File: config.mk
export PLATFORM = sky130hd
export DESIGN_NAME = rf_transmit_slot_sequencer
export DESIGN_NICKNAME = d
export VERILOG_FILES = /design/src/hw/tick_divider.v /design/src/hw/axil_regs.v /design/src/hw/rf_transmit_slot_sequencer.v
export VERILOG_INCLUDE_DIRS = /design/src /design/src/hw
export SDC_FILE = /design/constraint.sdc
export NUM_CORES = 1
export LEC_CHECK = 0
export ABC_AREA = 1
export ABC_CLOCK_PERIOD_IN_PS = 9460
export BUFFER_PORTS_ARGS = -buffer_cell sky130_fd_sc_hd__buf_2
export CAP_MARGIN = 20
export CORE_ASPECT_RATIO = 1.75
export CORE_UTILIZATION = 44
export DETAILED_ROUTE_END_ITERATION = 8
export GPL_TIMING_DRIVEN = 1
export HOLD_SLACK_MARGIN = 0.06
export PLACE_DENSITY = 0.65
export SYNTH_ARGS = -nofsm -noshare
export SYNTH_HDL_FRONTEND = slang
export SYNTH_SLANG_ARGS = --single-unit
File: constraint.sdc
create_clock -name i_sys_clk -period 9.46 [get_ports i_sys_clk]
set_clock_uncertainty 0.2 [all_clocks]
set_input_delay 0.946 -clock i_sys_clk [delete_from_list [all_inputs] [get_ports i_sys_clk]]
set_output_delay 0.946 -clock i_sys_clk [all_outputs]
set_load 0.005 [all_outputs]
File: src/hw/slot_seq_consts.vh
`ifndef SLOT_SEQ_CONSTS_VH
`define SLOT_SEQ_CONSTS_VH

// Register byte offsets
`define REG_CTRL 8'h00
`define REG_MODE 8'h04
`define REG_STATUS 8'h08
`define REG_TONE 8'h0c
`define REG_DLY_POWER 8'h10
`define REG_DLY_WAKE 8'h14
`define REG_DLY_ENABLE 8'h18
`define REG_DLY_DISABLE 8'h1c
`define REG_DLY_TEARDOWN 8'h20
`define REG_MSG 8'h24

// Control register bits (write-one pulses)
`define CTRL_START 0
`define CTRL_DEFAULTS 1

// Mode register bits
`define MODE_KEYED 0
`define MODE_ALIAS 1
`define MODE_FM 2
`define MODE_CHIRP_GATE 3

// Message command register fields
`define MSG_KIND_LO 0
`define MSG_KIND_HI 1
`define MSG_LAST 2
`define MSG_LEN_LO 8
`define MSG_LEN_HI 23

// Message element kinds
`define KIND_TONE 2'h0
`define KIND_GAP 2'h1
`define KIND_CHIRP 2'h2
`define KIND_SPEECH 2'h3

// Default slot delays in timebase ticks (1 ms ticks), then the default tone value
`define DLY_POWER_RST 16'h000a
`define DLY_WAKE_RST 16'h05dc
`define DLY_ENABLE_RST 16'h0064
`define DLY_DISABLE_RST 16'h000a
`define DLY_TEARDOWN_RST 16'h000a
`define TONE_RST 16'h0320

// Timebase: tick period in ns and clock period in ns
`define TICK_NS 1000000
`define CLK_NS 5
`define TICK_CYCLES (`TICK_NS / `CLK_NS)

`endif

File: src/hw/tick_divider.v
`timescale 1ns/1ps
`default_nettype none
module tick_divider #(
  parameter integer DIV = 200000
) (
  input wire i_sys_clk,
  input wire i_rst,
  output reg o_tick
);
  localparam integer W = $clog2(DIV);
  reg [W-1:0] cnt_r;

  always @(posedge i_sys_clk or posedge i_rst)
  begin
    if (i_rst)
    begin
      cnt_r <= {W{1'b0}};
      o_tick <= 1'b0;
    end
    else if (cnt_r == DIV[W-1:0] - 1'b1)
    begin
      cnt_r <= {W{1'b0}};
      o_tick <= 1'b1;
    end
    else
    begin
      cnt_r <= cnt_r + 1'b1;
      o_tick <= 1'b0;
    end
  end
endmodule // tick_divider
`default_nettype wire

File: src/hw/axil_regs.v
`timescale 1ns/1ps
`default_nettype none
// Minimal AXI4-Lite slave front end; one write and one read in flight
module axil_regs (
  input wire i_sys_clk,
  input wire i_rst,
  input wire [7:0] i_awaddr,
  input wire i_awvalid,
  output reg o_awready,
  input wire [31:0] i_wdata,
  input wire [3:0] i_wstrb,
  input wire i_wvalid,
  output reg o_wready,
  output reg [1:0] o_bresp,
  output reg o_bvalid,
  input wire i_bready,
  input wire [7:0] i_araddr,
  input wire i_arvalid,
  output reg o_arready,
  output reg [31:0] o_rdata,
  output reg [1:0] o_rresp,
  output reg o_rvalid,
  input wire i_rready,
  output reg o_wr_en,
  output reg [7:0] o_wr_addr,
  output reg [31:0] o_wr_data,
  output reg [3:0] o_wr_strb,
  input wire i_wr_ok,
  output wire o_rd_en,
  output wire [7:0] o_rd_addr,
  input wire [31:0] i_rd_data,
  input wire i_rd_ok
);
  reg aw_have_r;
  reg w_have_r;
  reg [7:0] aw_r;
  reg [31:0] w_r;
  reg [3:0] s_r;
  reg wr_pend_r;

  assign o_rd_en = i_arvalid && o_arready;
  assign o_rd_addr = i_araddr;

  always @(posedge i_sys_clk or posedge i_rst)
  begin
    if (i_rst)
    begin
      o_awready <= 1'b1;
      o_wready <= 1'b1;
      aw_have_r <= 1'b0;
      w_have_r <= 1'b0;
      aw_r <= 8'h00;
      w_r <= 32'h0;
      s_r <= 4'h0;
      o_wr_en <= 1'b0;
      o_wr_addr <= 8'h00;
      o_wr_data <= 32'h0;
      o_wr_strb <= 4'h0;
      wr_pend_r <= 1'b0;
      o_bvalid <= 1'b0;
      o_bresp <= 2'b00;
      o_arready <= 1'b1;
      o_rvalid <= 1'b0;
      o_rdata <= 32'h0;
      o_rresp <= 2'b00;
    end
    else
    begin
      o_wr_en <= 1'b0;
      if (i_awvalid && o_awready)
      begin
        aw_r <= i_awaddr;
        aw_have_r <= 1'b1;
        o_awready <= 1'b0;
      end
      if (i_wvalid && o_wready)
      begin
        w_r <= i_wdata;
        s_r <= i_wstrb;
        w_have_r <= 1'b1;
        o_wready <= 1'b0;
      end
      if (aw_have_r && w_have_r && !wr_pend_r && !o_bvalid)
      begin
        o_wr_en <= 1'b1;
        o_wr_addr <= aw_r;
        o_wr_data <= w_r;
        o_wr_strb <= s_r;
        wr_pend_r <= 1'b1;
      end
      if (wr_pend_r)
      begin
        wr_pend_r <= 1'b0;
        o_bvalid <= 1'b1;
        o_bresp <= i_wr_ok ? 2'b00 : 2'b10;
        aw_have_r <= 1'b0;
        w_have_r <= 1'b0;
      end
      if (o_bvalid && i_bready)
      begin
        o_bvalid <= 1'b0;
        o_awready <= 1'b1;
        o_wready <= 1'b1;
      end
      if (i_arvalid && o_arready)
      begin
        o_arready <= 1'b0;
        o_rvalid <= 1'b1;
        o_rdata <= i_rd_data;
        o_rresp <= i_rd_ok ? 2'b00 : 2'b10;
      end
      if (o_rvalid && i_rready)
      begin
        o_rvalid <= 1'b0;
        o_arready <= 1'b1;
      end
    end
  end
endmodule // axil_regs
`default_nettype wire

File: src/hw/rf_transmit_slot_sequencer.v
// Contract
// - Each timed slot has programmable, resettable delay
// - Power slot raises board power, waits
// - Wake slot follows, raises power-down control
// - Enable slot raises carrier, waits to stabilize
// - Message slot untimed; lasts message length
// - Disable slot drops carrier, quiet wait
// - Teardown drops control and board power
// - Chirp gating drops board power between chirps
// - Keyed mode: carrier follows tone gate
// - Two mode names one flag; FM clears
// - Keyed speech: carrier on per fragment
// - Zero tone frequency disables tone
`timescale 1ns/1ps
`default_nettype none
`include "slot_seq_consts.vh"
module rf_transmit_slot_sequencer #(
  parameter integer TICK_CYCLES = `TICK_CYCLES
) (
  input wire i_sys_clk,
  input wire i_rst,
  input wire [7:0] i_awaddr,
  input wire i_awvalid,
  output wire o_awready,
  input wire [31:0] i_wdata,
  input wire [3:0] i_wstrb,
  input wire i_wvalid,
  output wire o_wready,
  output wire [1:0] o_bresp,
  output wire o_bvalid,
  input wire i_bready,
  input wire [7:0] i_araddr,
  input wire i_arvalid,
  output wire o_arready,
  output wire [31:0] o_rdata,
  output wire [1:0] o_rresp,
  output wire o_rvalid,
  input wire i_rready,
  output reg o_rf_board_power,
  output reg o_rf_power_down_ctl,
  output reg o_carrier_enable,
  output reg o_tone_gate
);
  localparam [2:0] ST_IDLE = 3'd0;
  localparam [2:0] ST_POWER = 3'd1;
  localparam [2:0] ST_WAKE = 3'd2;
  localparam [2:0] ST_ENABLE = 3'd3;
  localparam [2:0] ST_MESSAGE = 3'd4;
  localparam [2:0] ST_DISABLE = 3'd5;
  localparam [2:0] ST_TEARDOWN = 3'd6;

  wire tick;
  wire wr_en;
  wire [7:0] wr_addr;
  wire [31:0] wr_data;
  wire [3:0] wr_strb;
  wire [7:0] rd_addr;
  reg [31:0] rd_data;
  reg rd_ok;
  reg wr_ok;

  reg [15:0] dly_power_r;
  reg [15:0] dly_wake_r;
  reg [15:0] dly_enable_r;
  reg [15:0] dly_disable_r;
  reg [15:0] dly_teardown_r;
  reg [15:0] tone_r;
  reg keyed_r;
  reg chirp_gate_r;
  reg [2:0] state_r;
  reg [15:0] cnt_r;
  reg elem_valid_r;
  reg [1:0] elem_kind_r;
  reg elem_last_r;
  reg [15:0] elem_len_r;
  reg elem_busy_r;
  reg msg_done_r;
  reg start_pend_r;
  reg [15:0] cur_dly;
  wire wr_full = (wr_strb == 4'hf);

  tick_divider #(
    .DIV(TICK_CYCLES)
  ) u_tick (
    .i_sys_clk(i_sys_clk),
    .i_rst(i_rst),
    .o_tick(tick)
  );

  axil_regs u_bus (
    .i_sys_clk(i_sys_clk),
    .i_rst(i_rst),
    .i_awaddr(i_awaddr),
    .i_awvalid(i_awvalid),
    .o_awready(o_awready),
    .i_wdata(i_wdata),
    .i_wstrb(i_wstrb),
    .i_wvalid(i_wvalid),
    .o_wready(o_wready),
    .o_bresp(o_bresp),
    .o_bvalid(o_bvalid),
    .i_bready(i_bready),
    .i_araddr(i_araddr),
    .i_arvalid(i_arvalid),
    .o_arready(o_arready),
    .o_rdata(o_rdata),
    .o_rresp(o_rresp),
    .o_rvalid(o_rvalid),
    .i_rready(i_rready),
    .o_wr_en(wr_en),
    .o_wr_addr(wr_addr),
    .o_wr_data(wr_data),
    .o_wr_strb(wr_strb),
    .i_wr_ok(wr_ok),
    .o_rd_en(),
    .o_rd_addr(rd_addr),
    .i_rd_data(rd_data),
    .i_rd_ok(rd_ok)
  );

  // Read mux; byte lanes ignored on reads
  always @*
  begin
    rd_ok = 1'b1;
    case (rd_addr)
      `REG_CTRL: rd_data = 32'h0;
      `REG_MODE: rd_data = {28'h0, chirp_gate_r, ~keyed_r, keyed_r, keyed_r};
      `REG_STATUS: rd_data = {20'h0, elem_busy_r, elem_valid_r, msg_done_r, start_pend_r, 1'b0, state_r,
                              o_tone_gate, o_carrier_enable, o_rf_power_down_ctl, o_rf_board_power};
      `REG_TONE: rd_data = {16'h0, tone_r};
      `REG_DLY_POWER: rd_data = {16'h0, dly_power_r};
      `REG_DLY_WAKE: rd_data = {16'h0, dly_wake_r};
      `REG_DLY_ENABLE: rd_data = {16'h0, dly_enable_r};
      `REG_DLY_DISABLE: rd_data = {16'h0, dly_disable_r};
      `REG_DLY_TEARDOWN: rd_data = {16'h0, dly_teardown_r};
      `REG_MSG: rd_data = 32'h0;
      default:
      begin
        rd_data = 32'h0;
        rd_ok = 1'b0;
      end
    endcase
  end

  // Whole-word writes only; partial strobes are dropped but answered
  always @*
  begin
    case (wr_addr)
      `REG_CTRL, `REG_MODE, `REG_STATUS, `REG_TONE, `REG_DLY_POWER, `REG_DLY_WAKE,
      `REG_DLY_ENABLE, `REG_DLY_DISABLE, `REG_DLY_TEARDOWN, `REG_MSG: wr_ok = 1'b1;
      default: wr_ok = 1'b0;
    endcase
  end

  always @*
  begin
    case (state_r)
      ST_POWER: cur_dly = dly_power_r;
      ST_WAKE: cur_dly = dly_wake_r;
      ST_ENABLE: cur_dly = dly_enable_r;
      ST_DISABLE: cur_dly = dly_disable_r;
      ST_TEARDOWN: cur_dly = dly_teardown_r;
      default: cur_dly = 16'h0000;
    endcase
  end

  // Configuration registers
  always @(posedge i_sys_clk or posedge i_rst)
  begin
    if (i_rst)
    begin
      dly_power_r <= `DLY_POWER_RST;
      dly_wake_r <= `DLY_WAKE_RST;
      dly_enable_r <= `DLY_ENABLE_RST;
      dly_disable_r <= `DLY_DISABLE_RST;
      dly_teardown_r <= `DLY_TEARDOWN_RST;
      tone_r <= `TONE_RST;
      keyed_r <= 1'b0;
      chirp_gate_r <= 1'b0;
    end
    else if (wr_en && wr_full)
    begin
      case (wr_addr)
        `REG_CTRL:
          if (wr_data[`CTRL_DEFAULTS])
          begin
            dly_power_r <= `DLY_POWER_RST;
            dly_wake_r <= `DLY_WAKE_RST;
            dly_enable_r <= `DLY_ENABLE_RST;
            dly_disable_r <= `DLY_DISABLE_RST;
            dly_teardown_r <= `DLY_TEARDOWN_RST;
          end
        `REG_MODE:
        begin
          // Either name sets the flag; FM selection wins as the clear
          keyed_r <= (wr_data[`MODE_KEYED] | wr_data[`MODE_ALIAS]) & ~wr_data[`MODE_FM];
          chirp_gate_r <= wr_data[`MODE_CHIRP_GATE];
        end
        `REG_TONE: tone_r <= wr_data[15:0];
        `REG_DLY_POWER: dly_power_r <= wr_data[15:0];
        `REG_DLY_WAKE: dly_wake_r <= wr_data[15:0];
        `REG_DLY_ENABLE: dly_enable_r <= wr_data[15:0];
        `REG_DLY_DISABLE: dly_disable_r <= wr_data[15:0];
        `REG_DLY_TEARDOWN: dly_teardown_r <= wr_data[15:0];
        default: ;
      endcase
    end
  end

  // Slot sequencer and message element player
  always @(posedge i_sys_clk or posedge i_rst)
  begin
    if (i_rst)
    begin
      state_r <= ST_IDLE;
      cnt_r <= 16'h0000;
      start_pend_r <= 1'b0;
      elem_valid_r <= 1'b0;
      elem_kind_r <= `KIND_GAP;
      elem_last_r <= 1'b0;
      elem_len_r <= 16'h0000;
      elem_busy_r <= 1'b0;
      msg_done_r <= 1'b0;
      o_rf_board_power <= 1'b0;
      o_rf_power_down_ctl <= 1'b0;
      o_carrier_enable <= 1'b0;
      o_tone_gate <= 1'b0;
    end
    else
    begin
      // One element slot; software polls status before loading the next
      if (wr_en && wr_full && wr_addr == `REG_MSG && !elem_valid_r)
      begin
        elem_valid_r <= 1'b1;
        elem_kind_r <= wr_data[`MSG_KIND_HI:`MSG_KIND_LO];
        elem_last_r <= wr_data[`MSG_LAST];
        elem_len_r <= wr_data[`MSG_LEN_HI:`MSG_LEN_LO];
      end
      case (state_r)
        ST_IDLE:
          if (start_pend_r)
          begin
            start_pend_r <= 1'b0;
            msg_done_r <= 1'b0;
            state_r <= ST_POWER;
            cnt_r <= 16'h0000;
            o_rf_board_power <= 1'b1;
          end
        ST_POWER, ST_WAKE, ST_ENABLE, ST_DISABLE, ST_TEARDOWN:
        begin
          if (tick)
          begin
            if (cnt_r >= cur_dly)
            begin
              cnt_r <= 16'h0000;
              case (state_r)
                ST_POWER:
                begin
                  state_r <= ST_WAKE;
                  o_rf_power_down_ctl <= 1'b1;
                end
                ST_WAKE:
                begin
                  state_r <= ST_ENABLE;
                  o_carrier_enable <= 1'b1;
                end
                ST_ENABLE:
                begin
                  state_r <= ST_MESSAGE;
                  // Keyed mode holds carrier off until an element keys it
                  o_carrier_enable <= ~keyed_r;
                  // Gated supply stays off until the first chirp
                  o_rf_board_power <= ~chirp_gate_r;
                end
                ST_DISABLE:
                begin
                  state_r <= ST_TEARDOWN;
                  o_rf_power_down_ctl <= 1'b0;
                  o_rf_board_power <= 1'b0;
                end
                default:
                begin
                  state_r <= ST_IDLE;
                  msg_done_r <= 1'b1;
                end
              endcase
            end
            else
              cnt_r <= cnt_r + 16'h0001;
          end
        end
        ST_MESSAGE:
        begin
          // No delay here; duration comes from the elements alone
          if (!elem_busy_r && elem_valid_r)
          begin
            elem_busy_r <= 1'b1;
            cnt_r <= 16'h0000;
            o_tone_gate <= (elem_kind_r != `KIND_GAP) && (tone_r != 16'h0000);
            // Chirps key the carrier just as tones do
            if (keyed_r && elem_kind_r != `KIND_GAP)
              o_carrier_enable <= (tone_r != 16'h0000);
            if (keyed_r && elem_kind_r == `KIND_SPEECH)
              o_carrier_enable <= 1'b1;
            if (chirp_gate_r && (elem_kind_r == `KIND_CHIRP))
              o_rf_board_power <= 1'b1;
          end
          else if (elem_busy_r && tick)
          begin
            if (cnt_r + 16'h0001 >= elem_len_r)
            begin
              elem_busy_r <= 1'b0;
              elem_valid_r <= 1'b0;
              o_tone_gate <= 1'b0;
              if (keyed_r)
                o_carrier_enable <= 1'b0;
              if (chirp_gate_r && elem_kind_r == `KIND_CHIRP)
                o_rf_board_power <= 1'b0;
              if (elem_last_r)
              begin
                state_r <= ST_DISABLE;
                cnt_r <= 16'h0000;
                o_carrier_enable <= 1'b0;
                o_rf_board_power <= 1'b1;
              end
            end
            else
              cnt_r <= cnt_r + 16'h0001;
          end
        end
        default: state_r <= ST_IDLE;
      endcase
      // After the idle clear, so a start landing in idle is never lost
      if (wr_en && wr_full && wr_addr == `REG_CTRL && wr_data[`CTRL_START])
        start_pend_r <= 1'b1;
    end
  end
endmodule // rf_transmit_slot_sequencer
`default_nettype wire

==> results of run 1 <==
[power breakdown]
part | switching (mW) | internal, mW
registers | 0.112 | 1.32
clock network | 0.452 | 0.691
logic | 0.525 | 0.222
[worst min-delay path by stage]
stage / startpoint / to / slack [ps] / cells past startpoint
after CTS: u_bus.aw_r[0] / u_bus.o_wr_addr[0] / 270 / 2
after global routing: u_bus.o_wready / u_bus.o_wready / 290 / 2
after floorplan: u_bus.aw_r[0] / u_bus.o_wr_addr[0] / 240 / 2
final: u_bus.s_r[3] / u_bus.o_wr_strb[3] / 270 / 2
after global placement: u_bus.s_r[3] / u_bus.o_wr_strb[3] / 250 / 2
after detailed placement: u_bus.aw_r[0] / u_bus.o_wr_addr[0] / 260 / 2
[critical path: cells and delay by family (launching register included)]
| family | cells | cell delay, ps |
|---|---|---|
| compound gates | 2 | 330 |
| fa+ha+maj | 1 | 330 |
| buf+inv | 3 | 580 |
| flops | 1 | 580 |
| simple gates | 10 | 2380 |
[layout make-up]
cell class,instances,area [sq um]
Multi-Input combinational cell,961,5300
Clock buffer,33,738
Inverter,219,835
Clock inverter,15,213
Timing Repair Buffer,83,450
Tap cell,382,478
Sequential cell,262,6590
Fill cell,2733,14600
[flip-flops by register name (all words and copies together), names as in the netlist, 16 cells and up]
name	cells
dly_enable_r	16
u_bus.w_r	24
dly_disable_r	16
cnt_r	16
u_tick.cnt_r	18
dly_teardown_r	16
dly_wake_r	16
u_bus.o_rdata	16
elem_len_r	16
u_bus.o_wr_data	24
dly_power_r	16
tone_r	16
[placed cells by master, fill, tap and decap left out, drive strengths merged, types with 2 or more instances in the layout]
cell type  count
clkbuf        33
a211oi        15
nor3          20
a22oi         10
a21o           2
o2111ai        2
nor3b          3
buf           83
nand3         43
xor2          19
o31ai          5
a221oi         2
conb          18
a21oi         33
mux2          35
or2            2
nor4           3
dfstp         23
nand4         31
clkinv         7
bufinv         5
o21bai         2
clkinvlp       2
dfrtp        239
a31oi          3
nor2          82
o21ai        113
xnor2          6
o22ai        114
o32ai          2
ha            34
inv          220
nand2        358
[kinds of logic after synthesis]
kind of cell | Yosys count | share of synthesized area
simple gates | 543 | 0.183
buf+inv | 280 | 0.0919
fa+ha+maj | 34 | 0.0327
mux | 35 | 0.0303
flops | 262 | 0.506
xor+xnor | 25 | 0.0168
compound gates | 306 | 0.139
other cells | 1 | 0.000288
[per-stage QoR]
stage          setup slack (ps)  cell area [sq um]
2_1_floorplan              1140              13100
3_3_place_gp               5030              13600
3_5_place_dp               4970              13600
4_1_cts                    4940              14600
5_1_grt                    4530              14600
6_report                   4920              14600
[routing by layer]
layer  routed length [um]  share of wire  global-route usage  vias up
li1                     -              -                   -     5048
met1                13600           0.38               0.276     5052
met2                17800           0.50               0.425      401
met3                 1910          0.053              0.0310      118
met4                 2430          0.068               0.161        0
met5                    0              0                   0        -
==> flow_summary_export.csv, run 1 <==
group,metric,value,unit
logic_synthesis,yosys.area.top_type_share,0.459,
finish,antennaDiodeCount,0,
clocking,cts.path.max_buffers,3,
job,maxCapViolations,0,
grt,antenna_found_initial,0,
finish,postLayoutCoreUtil,0.500,
critical_path,crit-reg2reg-launch,"state_r[1]",
place,place_inst,1906,
finish,layout-drive-gt1-share,0.149,
drt,post_drt_via_cell_ratio,5.43,
critical_path,critPathLaunch,"state_r[1]",
grt,vias_in_the_first_global_route,10500,
die,core.rowCount,83,
critical_path,data_required_time_of_the_critical_path,9680,ps
sta,max-slew-margin-rel,0.184,
drt,route.final.wire_length,35800,um
clocking,cts.htree.levels,1,
critical_path,timing_worst_setup_path_type,"register to register",
grt,grt_first_pass_wirelength,57100,um
pwr,leakage,6.98,nW
place,placement.io_buffers,77,
grt,pin_count_of_the_biggest_net_entering_global_routing,130,
critical_path,regToRegSetupSlack,4920,ps
sta,report.final.hold_viol_count,0,
critical_path,crit_fanout,16,
place,final_gp_congestion,0.909,
sta,fin_setup_tns,0,ps
die,num_io_pins,104,
logic_synthesis,ys_top_cells_by_count,"nand2_1 (350), dfrtp_1 (239), inv_1 (204), o22ai_1 (114), o21ai_0 (102)",
finish,syn_to_final_growth,12.1,%
pwr,vdd_ir_drop_max,0.000157,V
logic_synthesis,synth-edff-count,0,
grt,gr-total-overflow,0,
die,starting_density,0.446,
critical_path,worst_r2r_path_depth,16,
critical_path,worstSetupStartpointType,"register",
finish,final_layout_net_count,1646,
critical_path,crit_path_top_delay_cell,"nor2_1",
die,placeable_core_region,29200,sq um
logic_synthesis,synth_top_cells_by_area,"dfrtp_1 (46%), nand2_1 (10%), inv_1 (5.9%)",
sta,worst_slew_pin_slew,1220,ps
pwr,cellPowerDensity,227,nW/um^2
critical_path,critPathMostFrequentCell,"nand2_1",
critical_path,crit_path_end_kind,"register",
clocking,resized_after_cts,0,
sta,final_min_period_over_clock_period,0.480,
sta,finalHoldWorstSlack,272,ps
sta,finalWorstPathRequiredPeriod,4540,ps
drt,drt_pre_antenna_iters,6,
logic_synthesis,ys_seq_area_frac,0.506,
clocking,hold_buffers,0,
drt,drt-wirelength-per-cell,18.3,um
logic_synthesis,netlist_instances,1486,
clocking,cts_root_buf,"clkbuf_16",
clocking,clock_sink_count,262,
logic_synthesis,synthDominantAreaCellType,"dfrtp_1",
drt,detail_route.drc_violations,0,
die,dieArea,30300,sq um
finish,final_cells,1955,
run_status,run_status,"completed",
clocking,path_clk_slew,70,ps
critical_path,cpPeakStageDelay,870,ps
logic_synthesis,postSynthAreaPerCell,8.76,sq um
critical_path,terminus_of_the_critical_flop_to_flop_path,"cnt_r[4]",
clocking,cts.repair_timing.setup_buffer_count,0,
die,floorplan.die.width,132,um
logic_synthesis,synth_warnings,0,
die,die_y,230,um
place,place_hpwl,25300,um
logic_synthesis,synth_top_flop_cell,"dfrtp_1",
critical_path,cp_data_arrival_time,4760,ps
sta,grt_setup_unrepaired,"no",
clocking,numCtsBuffers,26,
drt,routed_via_count,10600,
drt,drt_first_iter_violations,795,
logic_synthesis,ys_ff_latch,262,
sta,timing.fmax,0.220,GHz
clocking,insertion_delay,560,ps
grt,gr-usage-all-layers,0.243,
logic_synthesis,synthArstFlopShare,1.00,
critical_path,critical_path.cell_chain,"inv_2, nor2_1, inv_2, nor2_1, inv_1, o22ai_1, a211oi_1, ha_1, nand2_1, nor2_1, nor3b_1, nand2_1, nand4_1, nand2_1, nand4_1, nand2_1",
drt,detail-route-antenna-nets,0,
critical_path,critical_path_sink,"cnt_r[4]",
clocking,cts_tree,"built",
logic_synthesis,syn_area,13000,sq um
sta,timing.final.setup_violations,0,
logic_synthesis,synth.most_common_cell,"nand2_1",
pwr,totalPowerFinal,3.32,mW
sta,slew_violations,0,
logic_synthesis,synth_cell_type_count,52,
hold_path,hp-class,"register to register",
Note: power is estimated with default switching activity, not from simulation.
==> inputs of run 2 (changes only) <==
- ABC_AREA: 1 -> 0
- ABC_CLOCK_PERIOD_IN_PS: 9460 -> 3800
- PLACE_DENSITY: 0.65 -> 0.67
- clock period: 9.46 -> 3.8 ns (I/O delays scaled with it)
==> run 2 against run 1 <==
Worst setup slack got worse by 4700 ps. Sequential share of layout area fell by 2.6 points. Clock power rose to 2.6 times the previous value. Flip-flop and latch count did not move. Register-to-register slack got worse by 4700 ps. Cell area rose by 6.2%. Final cell count fell by 11%. Critical path type unchanged. Largest cell class unchanged. Highest routed layer unchanged.
==> flow_summary_export.csv, run 2 <==
group,metric,value,unit
sta,grt_setup_unrepaired,"no",
die,die_y,230,um
pwr,leakage,6.81,nW
pwr,vdd_ir_drop_max,0.000398,V
sta,post-route-worst-setup-slack,197,ps
logic_synthesis,synth_warnings,0,
clocking,cts.path.max_buffers,3,
finish,most_frequent_standard_cell_in_the_layout_excluding_fill_and_tap_cells,"dfrtp_1",
sta,slew_violations,0,
critical_path,crit_path_top_delay_cell,"or4_1",
logic_synthesis,synth-edff-count,0,
drt,routed_via_count,10000,
drt,detail_route.drc_violations,0,
pwr,cellPowerDensity,515,nW/um^2
logic_synthesis,netlist_instances,1203,
grt,grt_first_pass_wirelength,57400,um
logic_synthesis,ys_seq_area_frac,0.505,
logic_synthesis,yosys.area.top_type_share,0.458,
clocking,cts_root_buf,"clkbuf_16",
finish,design_area,15500,sq um
drt,drt-wirelength-per-cell,20.6,um
sta,final_min_period_over_clock_period,0.948,
place,placement.cell_area,14000,sq um
logic_synthesis,synth.most_common_cell,"dfrtp_1",
sta,max-slew-margin-rel,0.317,
place,final_gp_congestion,0.943,
logic_synthesis,ys_ff_latch,262,
logic_synthesis,syn_area,13000,sq um
logic_synthesis,synthArstFlopShare,1.00,
critical_path,data_required_time_of_the_critical_path,4040,ps
drt,route.final.wire_length,35700,um
critical_path,critical_path.cell_chain,"ha_1, nand3_1, nor2_2, and2_4, nand4_1, xnor2_1, ha_1, nand4_1, nor3_2, nand3b_2, and3_1, or4_1, mux2_1",
die,core.rowCount,83,
finish,postLayoutCoreUtil,0.529,
grt,pin_count_of_the_biggest_net_entering_global_routing,87,
die,num_io_pins,104,
critical_path,cpPeakStageDelay,530,ps
finish,top_regs,"u_bus.o_wr_data (24), u_bus.w_r (24), u_tick.cnt_r (18)",
die,placeable_core_region,29300,sq um
sta,finalWorstPathRequiredPeriod,3600,ps
critical_path,worstSetupStartpointType,"register",
place,preCtsSetupSlack,-63.7,ps
logic_synthesis,postSynthAreaPerCell,10.8,sq um
clocking,insertion_delay,560,ps
die,starting_density,0.446,
finish,nFillCells,2559,
sta,worst_slew_pin_slew,1020,ps
finish,final_layout_net_count,1422,
drt,drt_first_iter_violations,812,
place,placement.io_buffers,77,
grt,vias_in_the_first_global_route,10300,
critical_path,timing_worst_setup_path_type,"register to register",
grt,gr-usage-all-layers,0.241,
clocking,clock_sink_count,262,
run_status,run_status,"completed",
clocking,cts_tree,"built",
finish,layout-drive-gt1-share,0.252,
finish,layout_common_cells,"dfrtp_1 (238), nand2_1 (131), mux2_2 (117)",
logic_synthesis,synth_cell_type_count,74,
die,dieArea,30400,sq um
sta,timing.fmax,0.278,GHz
sta,report.final.hold_viol_count,0,
hold_path,hp-class,"input pin to register",
critical_path,cp_data_arrival_time,3840,ps
job,maxCapViolations,0,
critical_path,crit_fanout,5,
clocking,path_clk_slew,70,ps
finish,syn_to_final_growth,18.8,%
drt,post_drt_via_cell_ratio,5.80,
logic_synthesis,ys_top_cells_by_count,"dfrtp_1 (239), nand2_1 (131), mux2_2 (117), o21ai_0 (94), a22o_1 (65)",
drt,drt_pre_antenna_iters,6,
place,place_hpwl,25400,um
sta,timing.final.setup_violations,0,
die,floorplan.die.width,132,um
pwr,totalPowerFinal,7.99,mW
critical_path,crit_path_end_kind,"register",
logic_synthesis,synth_top_flop_cell,"dfrtp_1",
clocking,numCtsBuffers,26,
finish,area_of_the_multi_input_gates,6060,sq um
finish,antennaDiodeCount,0,
sta,fin_setup_tns,0,ps
grt,antenna_found_initial,0,
logic_synthesis,synthDominantAreaCellType,"dfrtp_1",
drt,detail-route-antenna-nets,0,
grt,gr-total-overflow,0,
clocking,cts.htree.levels,1,
logic_synthesis,synth_top_cells_by_area,"dfrtp_1 (46%), mux2_2 (10%), dfstp_2 (4.6%)",
finish,regArea,6590,sq um
==> run 2: cell types whose count changed after synthesis, moves of 14 or more <==
cell / delta
nor2_1: -16
o22ai_1: -107
nand3_1: -17
a22oi_1: +14
nand2_1: -219
a22o_1: +65
nand4_1: -18
clkbuf_1: +23
mux2_2: +82
mux2i_1: +31
nor2b_1: +15
inv_1: -176
==> run 2: cell families after synthesis <==
logic type,Yosys count,synth area share
xor+xnor,23,0.0154
simple gates,322,0.122
flops,262,0.505
buf+inv,114,0.0399
compound gates,296,0.157
mux,150,0.127
fa+ha+maj,35,0.0334
other cells,1,0.000287
==> run 2: repair_timing <==
item	in CTS	in global routing
pin swaps	0	3
gates resized for setup	1	9
hold endpoints to repair	62	0
setup endpoints to repair	11	18
setup buffers	0	2
hold buffers	45	0
==> run 2: final cells by class <==
type / count / area share
clock buffer: 31 / 0.0451
clock inverter: 17 / 0.0199
inverter: 29 / 0.00726
multi-input combinational: 844 / 0.391
sequential: 262 / 0.425
tap: 382 / 0.0308
timing repair buffer: 166 / 0.0809
==> run 2: worst max-delay path, delay by kind of cell, from the launching register on <==
kind          cells  cell delay, ps
simple gates      9            1950
mux               1             320
flops             1             360
xor+xnor          1             170
fa+ha+maj         2             480
==> run 2: stage by stage <==
step	hold slack [ps]	std cells
6_report	124	1731
5_1_grt	146	1731
4_1_cts	97.4	1729
3_5_place_dp	222	1636
3_3_place_gp	220	1635
2_1_floorplan	243	1220
==> run 2: report_power, final <==
group / total (mW) / switching [mW] / internal (mW) / leakage, nW
Sequential: 3.83 / 0.563 / 3.26 / 3.39
Clock: 3.00 / 1.14 / 1.86 / 0.484
Combinational: 1.15 / 0.514 / 0.641 / 2.94
==> run 2: layer usage <==
metal  vias up  GRT usage  part of all wire
li1       4627          -                 -
met1      4893      0.269              0.38
met2       394      0.435              0.52
met3       121     0.0395             0.054
met4         0      0.134             0.051
met5         -          0                 0
==> run 2: path summary, 6_finish.rpt <==
path / startpoint / endpoint / slack [ps] / depth (start not counted)
worst max-delay path: cnt_r[0] / o_carrier_enable / 200 / 13
worst min-delay path: i_araddr[6] / u_bus.o_rresp[1] / 120 / 4
worst max register to register: cnt_r[0] / o_carrier_enable / 200 / 13
worst min register to register: u_bus.o_rdata[1] / u_bus.o_rdata[1] / 270 / 1
max in group asynchronous: i_rst / u_bus.o_arready / 2390 / 4
min in group asynchronous: i_rst / u_bus.o_wr_addr[1] / 190 / 3
==> inputs of run 3 (changes only) <==
--- a/config.mk
+++ b/config.mk
@@ -16,5 +16,5 @@
 export GPL_TIMING_DRIVEN = 1
 export HOLD_SLACK_MARGIN = 0.06
-export PLACE_DENSITY = 0.67
+export PLACE_DENSITY_LB_ADDON = 0.25
 export SYNTH_ARGS = -nofsm -noshare
 export SYNTH_HDL_FRONTEND = slang
==> constraint.sdc (replaced) <==
create_clock -name i_sys_clk -period 3.8 [get_ports i_sys_clk]
set_clock_uncertainty 0.2 [all_clocks]
set_input_delay 0.19 -clock i_sys_clk [delete_from_list [all_inputs] [get_ports i_sys_clk]]
set_output_delay 0.19 -clock i_sys_clk [all_outputs]
set_load 0.02 [all_outputs]
==> run 3 against run 2 <==
Hold slack got worse by 31 ps. Highest routed layer unchanged. Die area did not move. Flip-flop and latch count did not move. Sequential power barely moved. Cell area rose by 0.19%. Clock-buffer cell count rose by 4. Fmax fell by 0.18%. Total power fell by 2.3%. Combinational power rose by 5%. Via count rose by 2.2%. Largest power group unchanged. Register-to-register slack barely moved.
==> flow_summary_export.csv, run 3 (synthesis results as in run 2) <==
group,metric,value,unit
sta,finalWorstPathRequiredPeriod,3610,ps
critical_path,critical_path.cell_chain,"ha_2, nand3_2, nor2_2, and2_4, nand4_1, xnor2_1, ha_1, nand4_1, nor3_2, nand3b_4, and3_1, or4_1, mux2_1",
drt,detail_route.drc_violations,0,
critical_path,critPathLaunch,"cnt_r[0]",
pwr,cellPowerDensity,502,nW/um^2
critical_path,worstSetupStartpointType,"register",
finish,layout-drive-gt1-share,0.260,
place,place_inst,1638,
die,core.rowCount,83,
finish,most_frequent_standard_cell_in_the_layout_excluding_fill_and_tap_cells,"dfrtp_1",
critical_path,timing_worst_setup_path_type,"register to register",
grt,pin_count_of_the_biggest_net_entering_global_routing,132,
drt,detail-route-antenna-nets,0,
drt,post_drt_via_cell_ratio,5.89,
sta,final_min_period_over_clock_period,0.950,
drt,routed_via_count,10300,
clocking,cts_root_buf,"clkbuf_16",
finish,final_layout_net_count,1432,
hold_path,hp-class,"input pin to register",
critical_path,critPathMostFrequentCell,"nand4_1",
grt,vias_in_the_first_global_route,10200,
critical_path,crit_fanout,5,
critical_path,critPathTopFamily,"simple AND/OR/NAND/NOR gates",
pwr,vdd_ir_drop_max,0.000433,V
critical_path,data_required_time_of_the_critical_path,4020,ps
sta,fin_setup_tns,0,ps
pwr,leakage,6.84,nW
finish,antennaDiodeCount,0,
grt,grt_first_pass_wirelength,57500,um
critical_path,crit_path_end_kind,"register",
hold_path,hold_path_startpoint,"i_araddr[3]",
finish,syn_to_final_growth,19.0,%
critical_path,cpPeakStageDelay,520,ps
die,num_io_pins,104,
critical_path,crit-reg2reg-launch,"cnt_r[0]",
place,final_gp_congestion,0.938,
sta,timing.final.setup_violations,0,
sta,slew_violations,0,
drt,drt_first_iter_violations,885,
clocking,insertion_delay,550,ps
sta,post-route-worst-setup-slack,190,ps
place,preCtsSetupSlack,-136,ps
critical_path,cp_data_arrival_time,3830,ps
die,dieArea,30400,sq um
sta,max-slew-margin-rel,0.332,
pwr,totalPowerFinal,7.80,mW
sta,timing.fmax,0.277,GHz
finish,top_regs,"u_bus.o_wr_data (24), u_bus.w_r (24), u_tick.cnt_r (18)",
drt,drt-wirelength-per-cell,21.0,um
finish,final_cells,1741,
die,floorplan.die.width,132,um
clocking,cts.path.max_buffers,3,
sta,report.final.hold_viol_count,0,
sta,worst_slew_pin_slew,1000,ps
job,maxCapViolations,0,
grt,gr-total-overflow,0,
clocking,clock_sink_count,262,
place,place_hpwl,26100,um
finish,layout_common_cells,"dfrtp_1 (233), nand2_1 (131), mux2_2 (117)",
drt,drt_pre_antenna_iters,5,
drt,route.final.wire_length,36500,um
die,placeable_core_region,29300,sq um
critical_path,critical_path.n_buffers_inverters,0,
clocking,cts.htree.levels,1,
place,placement.cell_area,14000,sq um
clocking,path_clk_slew,60,ps
die,starting_density,0.446,
place,placement.io_buffers,77,
grt,antenna_found_initial,0,
run_status,run_status,"completed",
critical_path,crit_path_top_delay_cell,"or4_1",
clocking,cts_tree,"built",
grt,gr-usage-all-layers,0.244,
clocking,numCtsBuffers,26,
die,die_y,230,um
finish,design_area,15500,sq um
-- run 3: worst register-to-register path, stage by stage, from the launching register on --
cell and delay (ps):
dfrtp_2 410, ha_2 210, nand3_2 100, nor2_2 140
and2_4 180, nand4_1 110, xnor2_1 170, ha_1 280
nand4_1 160, nor3_2 320, nand3b_4 150, and3_1 210
or4_1 520, mux2_1 320
-- run 3: report_power, final --
group | internal [mW] | switching, mW
Combinational | 0.650 | 0.562
Sequential | 3.26 | 0.555
Clock | 1.65 | 1.12
Total | 5.57 | 2.23
-- run 3: layout make-up --
type | instances | area (sq um)
Fill cell | 2603 | 13800
Clock buffer | 35 | 744
Inverter | 29 | 113
Tap cell | 382 | 478
Clock inverter | 13 | 183
Sequential cell | 262 | 6590
Multi-Input combinational cell | 844 | 6090
Timing Repair Buffer | 176 | 1340
-- run 3: path summary, 6_finish.rpt --
| check | to | slack, ps | cells past startpoint |
|---|---|---|---|
| min reg2reg | u_bus.o_rdata[11] | 270 | 1 |
| max in group asynchronous | dly_wake_r[5] | 1770 | 5 |
| min in group asynchronous | dly_enable_r[12] | 560 | 4 |
| max reg2reg | o_carrier_enable | 190 | 13 |
| max | o_carrier_enable | 190 | 13 |
| min | u_bus.o_rdata[11] | 90 | 4 |
-- run 3: repair_timing --
action	in CTS	in global routing
pin swaps	0	8
setup endpoints to repair	12	19
resized for setup	2	17
hold endpoints to repair	285	0
hold buffers	50	0
buffers inserted	0	4
-- run 3: stage by stage --
| stage | hold WS [ps] | util |
|---|---|---|
| after CTS | 70.0 | 0.526 |
| final | 92.6 | 0.530 |
| after floorplan | 53.0 | - |
| after global routing | 119 | 0.530 |
| after detailed placement | -7.84 | 0.477 |
| after global placement | -5.64 | 0.477 |
-- run 3: metal layers --
metal	up-vias	track usage	wire, um
met1	5096	0.277	13800
li1	4647	-	-
met5	-	0	0
met4	0	0.143	2070
met2	401	0.439	18700
met3	109	0.0304	1840
